[src/verilog/vei_pkg.sv]
package vei_pkg;
  // ************************************************************
  // register map
  // ************************************************************
  localparam logic [3:0] ADDR_CTRL = 4'h0;
  localparam logic [3:0] ADDR_TAG = 4'h4;
  localparam logic [3:0] ADDR_SAVED = 4'h8;
  localparam logic [3:0] ADDR_STAT = 4'hC;
  localparam logic [31:0] RST_CTRL = 32'h0000_0040;
  localparam logic [1:0] RESP_OKAY = 2'h0;
  localparam logic [1:0] RESP_SLVERR = 2'h2;
  // ************************************************************
  // widths
  // ************************************************************
  localparam int LVL_W = 6;
  localparam int SS_W = 4;
  localparam int TAG_W = 8;
  localparam int VS_W = 5;
  localparam int NUM_W = 6;
  localparam int OFF_W = 17;
  localparam int VS_SHIFT = 5;
  // ************************************************************
  // register fields
  // ************************************************************
  localparam int CTRL_VS_LSB = 0;
  localparam int CTRL_IV_BIT = 5;
  localparam int CTRL_BEV_BIT = 6;
  localparam int CTRL_PRES_BIT = 7;
  localparam int CTRL_GM_BIT = 8;
  localparam int CTRL_PML_LSB = 10;
  localparam int CTRL_ESS_LSB = 16;
  localparam int TAG_RES_LSB = 0;
  localparam int TAG_EID_LSB = 8;
  localparam int SAV_LVL_LSB = 0;
  localparam int SAV_SS_LSB = 8;
  localparam int SAV_VEC_LSB = 12;
  localparam int STAT_LVL_LSB = 0;
  localparam int STAT_SS_LSB = 6;
  localparam int STAT_ACT_BIT = 10;
  localparam int STAT_EIC_BIT = 11;
  localparam int STAT_VEC_LSB = 12;
  // ************************************************************
  // vectoring
  // ************************************************************
  localparam logic VEC_IS_NUMBER = 1'b1;
  localparam logic [OFF_W-1:0] VEC_BASE = 17'h00200;
endpackage

[src/verilog/vei_core.sv]
`timescale 1ns/1ps
`default_nettype none
module vei_core
  import vei_pkg::*;
(
  input wire logic i_mclk,
  input wire logic i_resetn,
  input wire logic [3:0] i_awaddr,
  input wire logic i_awvalid,
  output logic o_awready,
  input wire logic [31:0] i_wdata,
  input wire logic [3:0] i_wstrb,
  input wire logic i_wvalid,
  output logic o_wready,
  output logic [1:0] o_bresp,
  output logic o_bvalid,
  input wire logic i_bready,
  input wire logic [3:0] i_araddr,
  input wire logic i_arvalid,
  output logic o_arready,
  output logic [31:0] o_rdata,
  output logic [1:0] o_rresp,
  output logic o_rvalid,
  input wire logic i_rready,
  input wire logic [LVL_W-1:0] i_root_rpl,
  input wire logic [OFF_W-1:0] i_root_vector,
  input wire logic [SS_W-1:0] i_root_shadow_set,
  input wire logic [TAG_W-1:0] i_root_vm_tag,
  input wire logic [LVL_W-1:0] i_guest_rpl,
  input wire logic [OFF_W-1:0] i_guest_vector,
  input wire logic [SS_W-1:0] i_guest_shadow_set,
  input wire logic i_exception_return_op,
  input wire logic i_monitor_call_op,
  output logic o_irq_valid,
  output logic o_irq_guest_ctx,
  output logic [OFF_W-1:0] o_vector_offset,
  output logic [SS_W-1:0] o_shadow_set,
  output logic o_root_ack,
  output logic o_guest_ack,
  output logic [TAG_W-1:0] o_resident_vm_tag,
  output logic o_vm_active
);
  // ************************************************************
  // register bus
  // ************************************************************
  logic [3:0] aw_addr_reg;
  logic aw_hold_reg;
  logic [31:0] w_data_reg;
  logic [3:0] w_strb_reg;
  logic w_hold_reg;
  logic wr_do;
  logic [31:0] ctrl_reg;
  logic [TAG_W-1:0] resident_vm_tag_reg;
  logic [TAG_W-1:0] interrupt_vm_tag_reg;
  logic [LVL_W-1:0] saved_vm_priority_level_reg;
  logic [SS_W-1:0] saved_vm_shadow_set_reg;
  logic [OFF_W-1:0] saved_vector_reg;
  logic [LVL_W-1:0] guest_req_lvl_reg;
  logic [SS_W-1:0] guest_ss_reg;
  logic vm_active_reg;
  logic inject_pend_reg;
  logic [LVL_W-1:0] root_prev_reg;
  logic [LVL_W-1:0] guest_prev_reg;
  logic [31:0] rd_next;
  logic rd_ok;
  logic [LVL_W-1:0] guest_read_lvl;

  function automatic logic [31:0] merge(input logic [31:0] old, input logic [31:0] d,
                                        input logic [3:0] s);
    logic [31:0] r;
    r = old;
    for (int i = 0; i < 4; i++) begin
      if (s[i]) begin
        r[i*8 +: 8] = d[i*8 +: 8];
      end
    end
    return r;
  endfunction

  assign o_awready = !aw_hold_reg && !o_bvalid;
  assign o_wready = !w_hold_reg && !o_bvalid;
  assign o_arready = !o_rvalid;
  assign wr_do = aw_hold_reg && w_hold_reg && !o_bvalid;

  always_ff @(posedge i_mclk or negedge i_resetn) begin
    if (!i_resetn) begin
      aw_hold_reg <= 1'b0;
      aw_addr_reg <= 4'h0;
      w_hold_reg <= 1'b0;
      w_data_reg <= 32'h0000_0000;
      w_strb_reg <= 4'h0;
      o_bvalid <= 1'b0;
      o_bresp <= RESP_OKAY;
    end else begin
      if (i_awvalid && o_awready) begin
        aw_hold_reg <= 1'b1;
        aw_addr_reg <= i_awaddr;
      end
      if (i_wvalid && o_wready) begin
        w_hold_reg <= 1'b1;
        w_data_reg <= i_wdata;
        w_strb_reg <= i_wstrb;
      end
      if (wr_do) begin
        aw_hold_reg <= 1'b0;
        w_hold_reg <= 1'b0;
        o_bvalid <= 1'b1;
        o_bresp <= (aw_addr_reg == ADDR_STAT || aw_addr_reg[1:0] != 2'h0) ? RESP_SLVERR
                   : RESP_OKAY;
      end else if (i_bready) begin
        o_bvalid <= 1'b0;
      end
    end
  end

  // ************************************************************
  // control fields
  // ************************************************************
  logic [VS_W-1:0] vector_spacing;
  logic vectored_cause_flag;
  logic boot_vector_flag;
  logic ext_controller_present;
  logic vm_mode_select;
  logic [LVL_W-1:0] priority_mask_level;
  logic [SS_W-1:0] exception_shadow_set;
  logic eic_mode;

  assign vector_spacing = ctrl_reg[CTRL_VS_LSB +: VS_W];
  assign vectored_cause_flag = ctrl_reg[CTRL_IV_BIT];
  assign boot_vector_flag = ctrl_reg[CTRL_BEV_BIT];
  assign ext_controller_present = ctrl_reg[CTRL_PRES_BIT];
  assign vm_mode_select = ctrl_reg[CTRL_GM_BIT];
  assign priority_mask_level = ctrl_reg[CTRL_PML_LSB +: LVL_W];
  assign exception_shadow_set = ctrl_reg[CTRL_ESS_LSB +: SS_W];
  assign eic_mode = ext_controller_present && (vector_spacing != '0) && vectored_cause_flag
                    && !boot_vector_flag;

  always_ff @(posedge i_mclk or negedge i_resetn) begin
    if (!i_resetn) begin
      ctrl_reg <= RST_CTRL;
      resident_vm_tag_reg <= '0;
    end else if (wr_do) begin
      if (aw_addr_reg == ADDR_CTRL) begin
        ctrl_reg <= merge(ctrl_reg, w_data_reg, w_strb_reg);
      end
      if (aw_addr_reg == ADDR_TAG && w_strb_reg[0]) begin
        resident_vm_tag_reg <= w_data_reg[TAG_RES_LSB +: TAG_W];
      end
    end
  end

  // registered copy so the controller sees a clean, settled tag
  always_ff @(posedge i_mclk or negedge i_resetn) begin
    if (!i_resetn) begin
      o_resident_vm_tag <= '0;
    end else begin
      o_resident_vm_tag <= resident_vm_tag_reg;
    end
  end

  // ************************************************************
  // event detection
  // ************************************************************
  function automatic logic [OFF_W-1:0] vec_off(input logic [OFF_W-1:0] v,
                                               input logic tagged_irq,
                                               input logic [VS_W-1:0] vs);
    logic [OFF_W-1:0] r;
    r = VEC_BASE;
    if (!tagged_irq) begin
      if (VEC_IS_NUMBER) begin
        r = OFF_W'(VEC_BASE + v[NUM_W-1:0] * {vs, {VS_SHIFT{1'b0}}});
      end else begin
        r = v;
      end
    end
    return r;
  endfunction

  logic root_chg;
  logic guest_chg;
  logic root_fire;
  logic guest_fire;
  logic inject_fire;
  logic root_tagged;
  logic guest_entry;

  assign root_tagged = i_root_vm_tag != '0;
  assign root_chg = i_root_rpl != root_prev_reg;
  assign guest_chg = i_guest_rpl != guest_prev_reg;
  assign root_fire = eic_mode && root_chg && (i_root_rpl > priority_mask_level);
  // a zero resident tag is the stop state; the guest bus is not trusted then
  assign guest_fire = eic_mode && vm_active_reg && guest_chg && (i_guest_rpl != '0)
                      && (resident_vm_tag_reg != '0) && !root_fire;
  assign inject_fire = inject_pend_reg && vm_active_reg && !root_fire;
  assign guest_entry = i_exception_return_op && vm_mode_select && !vm_active_reg;

  // a guest change blocked by root_fire is kept unseen so it is detected again
  always_ff @(posedge i_mclk or negedge i_resetn) begin
    if (!i_resetn) begin
      root_prev_reg <= '0;
      guest_prev_reg <= '0;
    end else begin
      if (eic_mode) begin
        root_prev_reg <= i_root_rpl;
      end
      if (!root_fire) begin
        guest_prev_reg <= i_guest_rpl;
      end
    end
  end

  // ************************************************************
  // mode and saved fields
  // ************************************************************
  always_ff @(posedge i_mclk or negedge i_resetn) begin
    if (!i_resetn) begin
      vm_active_reg <= 1'b0;
    end else if (root_fire || i_monitor_call_op) begin
      vm_active_reg <= 1'b0;
    end else if (guest_entry) begin
      vm_active_reg <= 1'b1;
    end
  end
  assign o_vm_active = vm_active_reg;

  // hardware capture wins over a software write in the same cycle
  always_ff @(posedge i_mclk or negedge i_resetn) begin
    if (!i_resetn) begin
      interrupt_vm_tag_reg <= '0;
      saved_vm_priority_level_reg <= '0;
      saved_vm_shadow_set_reg <= '0;
      saved_vector_reg <= '0;
    end else if (root_fire && root_tagged) begin
      interrupt_vm_tag_reg <= i_root_vm_tag;
      saved_vm_priority_level_reg <= i_root_rpl;
      saved_vm_shadow_set_reg <= i_root_shadow_set;
      saved_vector_reg <= i_root_vector;
    end else if (guest_entry && saved_vm_priority_level_reg != '0) begin
      saved_vm_priority_level_reg <= '0;
    end else if (wr_do && aw_addr_reg == ADDR_SAVED) begin
      {saved_vector_reg, saved_vm_shadow_set_reg, saved_vm_priority_level_reg} <=
        {w_data_reg[SAV_VEC_LSB +: OFF_W], w_data_reg[SAV_SS_LSB +: SS_W],
         w_data_reg[SAV_LVL_LSB +: LVL_W]};
    end
  end

  always_ff @(posedge i_mclk or negedge i_resetn) begin
    if (!i_resetn) begin
      guest_req_lvl_reg <= '0;
      guest_ss_reg <= '0;
      inject_pend_reg <= 1'b0;
    end else if (guest_entry && saved_vm_priority_level_reg != '0) begin
      guest_req_lvl_reg <= saved_vm_priority_level_reg;
      guest_ss_reg <= saved_vm_shadow_set_reg;
      inject_pend_reg <= 1'b1;
    end else if (inject_fire) begin
      inject_pend_reg <= 1'b0;
    end else if (guest_fire) begin
      guest_ss_reg <= i_guest_shadow_set;
    end
  end

  // ************************************************************
  // interrupt outputs
  // ************************************************************
  always_ff @(posedge i_mclk or negedge i_resetn) begin
    if (!i_resetn) begin
      o_irq_valid <= 1'b0;
      o_irq_guest_ctx <= 1'b0;
      o_vector_offset <= '0;
      o_shadow_set <= '0;
      o_root_ack <= 1'b0;
      o_guest_ack <= 1'b0;
    end else begin
      o_irq_valid <= root_fire || guest_fire || inject_fire;
      o_root_ack <= root_fire;
      o_guest_ack <= guest_fire;
      if (root_fire) begin
        o_irq_guest_ctx <= 1'b0;
        o_vector_offset <= vec_off(i_root_vector, root_tagged, vector_spacing);
        o_shadow_set <= root_tagged ? exception_shadow_set : i_root_shadow_set;
      end else if (inject_fire) begin
        o_irq_guest_ctx <= 1'b1;
        o_vector_offset <= vec_off(saved_vector_reg, 1'b0, vector_spacing);
        o_shadow_set <= guest_ss_reg;
      end else if (guest_fire) begin
        o_irq_guest_ctx <= 1'b1;
        o_vector_offset <= vec_off(i_guest_vector, 1'b0, vector_spacing);
        o_shadow_set <= i_guest_shadow_set;
      end
    end
  end

  // ************************************************************
  // read path
  // ************************************************************
  assign guest_read_lvl = (i_guest_rpl > guest_req_lvl_reg) ? i_guest_rpl
                          : guest_req_lvl_reg;

  always_comb begin
    rd_next = 32'h0000_0000;
    rd_ok = 1'b1;
    unique case (i_araddr)
      ADDR_CTRL: rd_next = ctrl_reg;
      ADDR_TAG: begin
        rd_next[TAG_RES_LSB +: TAG_W] = resident_vm_tag_reg;
        rd_next[TAG_EID_LSB +: TAG_W] = interrupt_vm_tag_reg;
      end
      ADDR_SAVED: begin
        rd_next[SAV_LVL_LSB +: LVL_W] = saved_vm_priority_level_reg;
        rd_next[SAV_SS_LSB +: SS_W] = saved_vm_shadow_set_reg;
        rd_next[SAV_VEC_LSB +: OFF_W] = saved_vector_reg;
      end
      ADDR_STAT: begin
        rd_next[STAT_LVL_LSB +: LVL_W] = eic_mode ? guest_read_lvl : '0;
        rd_next[STAT_SS_LSB +: SS_W] = guest_ss_reg;
        rd_next[STAT_ACT_BIT] = vm_active_reg;
        rd_next[STAT_EIC_BIT] = eic_mode;
        rd_next[STAT_VEC_LSB +: OFF_W] = o_vector_offset;
      end
      default: rd_ok = 1'b0;
    endcase
  end

  always_ff @(posedge i_mclk or negedge i_resetn) begin
    if (!i_resetn) begin
      o_rvalid <= 1'b0;
      o_rdata <= 32'h0000_0000;
      o_rresp <= RESP_OKAY;
    end else if (i_arvalid && o_arready) begin
      o_rvalid <= 1'b1;
      o_rdata <= rd_next;
      o_rresp <= rd_ok ? RESP_OKAY : RESP_SLVERR;
    end else if (i_rready) begin
      o_rvalid <= 1'b0;
    end
  end
endmodule
`default_nettype wire

[config.mk]
export PLATFORM = sky130hd
export DESIGN_NAME = vei_core
export DESIGN_NICKNAME = d
export VERILOG_FILES = /design/src/verilog/vei_pkg.sv /design/src/verilog/vei_core.sv
export SDC_FILE = /design/constraint.sdc
export NUM_CORES = 1
export LEC_CHECK = 0
export BUFFER_PORTS_ARGS = -buffer_cell sky130_fd_sc_hd__buf_2
export CAP_MARGIN = 20
export CORE_ASPECT_RATIO = 1.5
export CORE_MARGIN = 1
export CORE_UTILIZATION = 60
export CTS_BUF_LIST = sky130_fd_sc_hd__clkbuf_8 sky130_fd_sc_hd__clkbuf_16
export DETAILED_ROUTE_END_ITERATION = 8
export PLACE_DENSITY = 0.83
export SLEW_MARGIN = 10
export SYNTH_ARGS = -nofsm -noshare
export SYNTH_HDL_FRONTEND = slang
export SYNTH_SLANG_ARGS = --single-unit
[constraint.sdc]
create_clock -name i_mclk -period 7.35 [get_ports i_mclk]
set_input_delay 1.47 -clock i_mclk [delete_from_list [all_inputs] [get_ports i_mclk]]
set_output_delay 1.47 -clock i_mclk [all_outputs]
set_load 0.05 [all_outputs]
==> metrics.txt <==
crit path DAT=5.50 ns; Die X=around 120 µm; Worst Skew=between 0.015 and 0.02 ns; top-count cell post-synth=dfrtp_1; Antenna Diode Count=0; worst-case reg-to-reg path depth=16; vias per cell=6.036; fin crit share=69.61%; first-pass GRT wire length=50650 µm; cts bufs inserted=20; setup bufs post-CTS=0; met3 Usage GRT=3.792%; ys async rst share=between 90% and 100%; post-synth top area cell=dfrtp_1; Syn Inst Count=~1200; reg2reg setup slack=roughly 2.4 ns; Iteration-0 DRC Markers=644; CP delay by family, top=adder cells; Total Die Area=~21000 µm²; vias in the first global route=approximately 9800; GRT overflow=0; RSZ-0062 raised after global routing=false; DRT antenna net count=0; area of the multi-input gates=between 6000 and 7000 µm²; Sequential Area=5131 µm²; Final Util=a little over two thirds; Critical Path Start=i_guest_vector[0]; GRT busiest layer=met2; FF-to-FF Start=ctrl_reg[3]; Top FF cell, synth=dfrtp_1; fraction of layout cells with a size suffix above 1=23.29%; row cnt=63; Hold Path Origin=resident_vm_tag_reg[2]; CTS Sinks=about 210; CP Depth=17; largest net degree at the start of global routing=roughly 110; area share of the largest cell type after synthesis=between 40% and 50%; H-tree levels=1; Final min period=around 5.1 ns; Die Y-Extent=~180 µm; Crit path top cell by count=fa_1; Final Max Slew Viols=0; DRC viols=0; drt total wl=31400 µm; initial antenna violation count=0; CTS max path bufs=3; synthesis-to-layout area growth=13.74%; Cell variety after synth=62; Worst Setup EP=o_vector_offset[15]; WP data required=7.74 ns; status=finished, final reports clean; Critical Path Max Stage Delay=~0.56 ns; initial cell density of the core=61.72%; CP max-delay cell=fa_1; synthesized area=12310 µm²; max_cap viols=0; Max Clk Rate=roughly 0.20 GHz; Area contributors post-synth=dfrtp_1 41%, mux2_2 8.2%, ha_1 7.2%; yosys warns=0; Final HPWL DP=about 23000 µm; r2r endpoint=o_vector_offset[15]; Seq/Total Area, Yosys=around two fifths; CP endpoint kind=flop; Top-Level Pins=between 150 and 200; Clk pin slew, worst setup/hold paths=~0.070 ns; Tightest Pin Transition=approximately 1.0 ns; number of synthesized flops with an enable pin=0; power consumption=a little over 5 mW; fillers=around 1500; Setup TNS Final=0 ns; CP Max Fanout=5; DR pass1 iterations=5; clk_lat worst skew=between 0.5 and 0.6 ns; post-cts sizing count=0; worst hold path type=reg -> reg; CTS tree=done; Avg Cell Area, Syn=around 10 µm²; Rel. slew slack=about a third; post-layout net count=1566; clock root buffer=clkbuf_16; number of port buffers=171; final hold violations=0; Startpoint Class=input port; Hold Buf Count CTS=0; Synth Register Bits=between 200 and 250; crit-path cells=buf_2, nand2_1, fa_1, fa_1, fa_1, inv_1, ha_1, o21ai_0, nor2_1, nor2_1, mux2_2, ha_1, nand4_1, a211oi_1, nand2_1, xnor2_1, o21ai_0; power per standard cell area=370.9 nW/µm²; Static Leak=6.893 nW; synth cell count leaders=204 x dfrtp_1, 167 x nand2_1, 90 x mux2_2; Crit Path Class=in -> reg; Vias=9761; WL/cell=19.42 µm; Placer Congestion=approximately 0.90; total track usage=between 30% and 40%; crit path buf inv count=2; final setup fails=0; met1 GRT Util=37.58%; Worst VDD drop=0.2699 mV; Core ar.=between 15000 and 20000 µm²; met2 GRT Util=between 50 and 60%
## report_power, final
part / leakage, nW / switching [mW] / internal [mW] / total [mW]
logic: 3.90 / 1.26 / 0.905 / 2.17
registers: 2.65 / 0.431 / 1.54 / 1.97
clock network: 0.343 / 0.446 / 0.613 / 1.06
total: 6.89 / 2.14 / 3.05 / 5.19
## metrics by stage
stage | hold WS, ns | std cells | instance area, µm² | worst slack (ns)
global route | 0.4481 | 1617 | 14000 | 1.992
detailed placement | 0.4190 | 1581 | 13300 | 1.746
finish | 0.4311 | 1617 | 14000 | 2.234
global placement | 0.4191 | 1581 | 13300 | 1.882
floorplan | 0.3876 | 1203 | 12330 | 2.308
CTS | 0.4341 | 1616 | 13980 | 2.276
## cells by family (layout without fill, tap and decap cells)
| family | after synthesis | in the layout | share of synthesized area [%] |
|---|---|---|---|
| compound gates | 220 | 220 | 10.97 |
| xor+xnor | 35 | 35 | 2.490 |
| fa+ha+maj | 107 | 107 | 13.07 |
| buf+inv | 125 | 279 | 4.198 |
| flops | 205 | 205 | 41.69 |
| mux | 167 | 167 | 14.93 |
| other cells | 1 | 7 | 0.03046 |
| simple gates | 337 | 337 | 12.62 |
## per-layer routing
| layer | part of all wire (%) | wire (µm) |
|---|---|---|
| met1 | 39 | 12100 |
| met2 | 51 | 16000 |
| met3 | 5.8 | 1836 |
| met4 | 4.7 | 1466 |
| met5 | 0 | 0 |
## cell usage in the layout, fill, tap and decap left out, types with 5 or more instances in the layout
cell type and n:
conb_1 7, dfrtp_1 204, nor2b_1 6, nand3_1 6
buf_4 5, a211oi_1 14, nand2_1 167, a22oi_1 12
and2_1 53, fa_1 36, inv_1 69, nor3_1 11
xnor2_1 23, o21ai_1 6, nor2_1 59, a21o_1 7
mux2i_1 72, a21oi_1 45, a22o_1 10, mux2_2 90
xor2_1 12, nor4_1 7, o21ai_0 88, o21a_1 7
a31oi_1 5, clkbuf_8 5, clkbuf_16 20, buf_2 170
ha_1 71, o31ai_1 7
## worst min-delay path by stage
stage          cells after the start  slack [ns]              endpoint
4_1_cts                            0        0.43  o_resident_vm_tag[2]
5_1_grt                            0        0.45  o_resident_vm_tag[2]
6_report                           0        0.43  o_resident_vm_tag[2]
2_1_floorplan                      0        0.39  o_resident_vm_tag[6]
3_3_place_gp                       0        0.42  o_resident_vm_tag[3]
3_5_place_dp                       0        0.42  o_resident_vm_tag[2]
## layout make-up
type | instances | area share, %
repair buffers | 177 | 6.586
multi-input cells | 873 | 47.80
clock buffers | 24 | 3.968
inverters | 67 | 1.796
well taps | 260 | 2.324
clock inverters | 11 | 0.8758
flip-flops and latches | 205 | 36.65
Note: power is estimated with default switching activity, not from simulation.
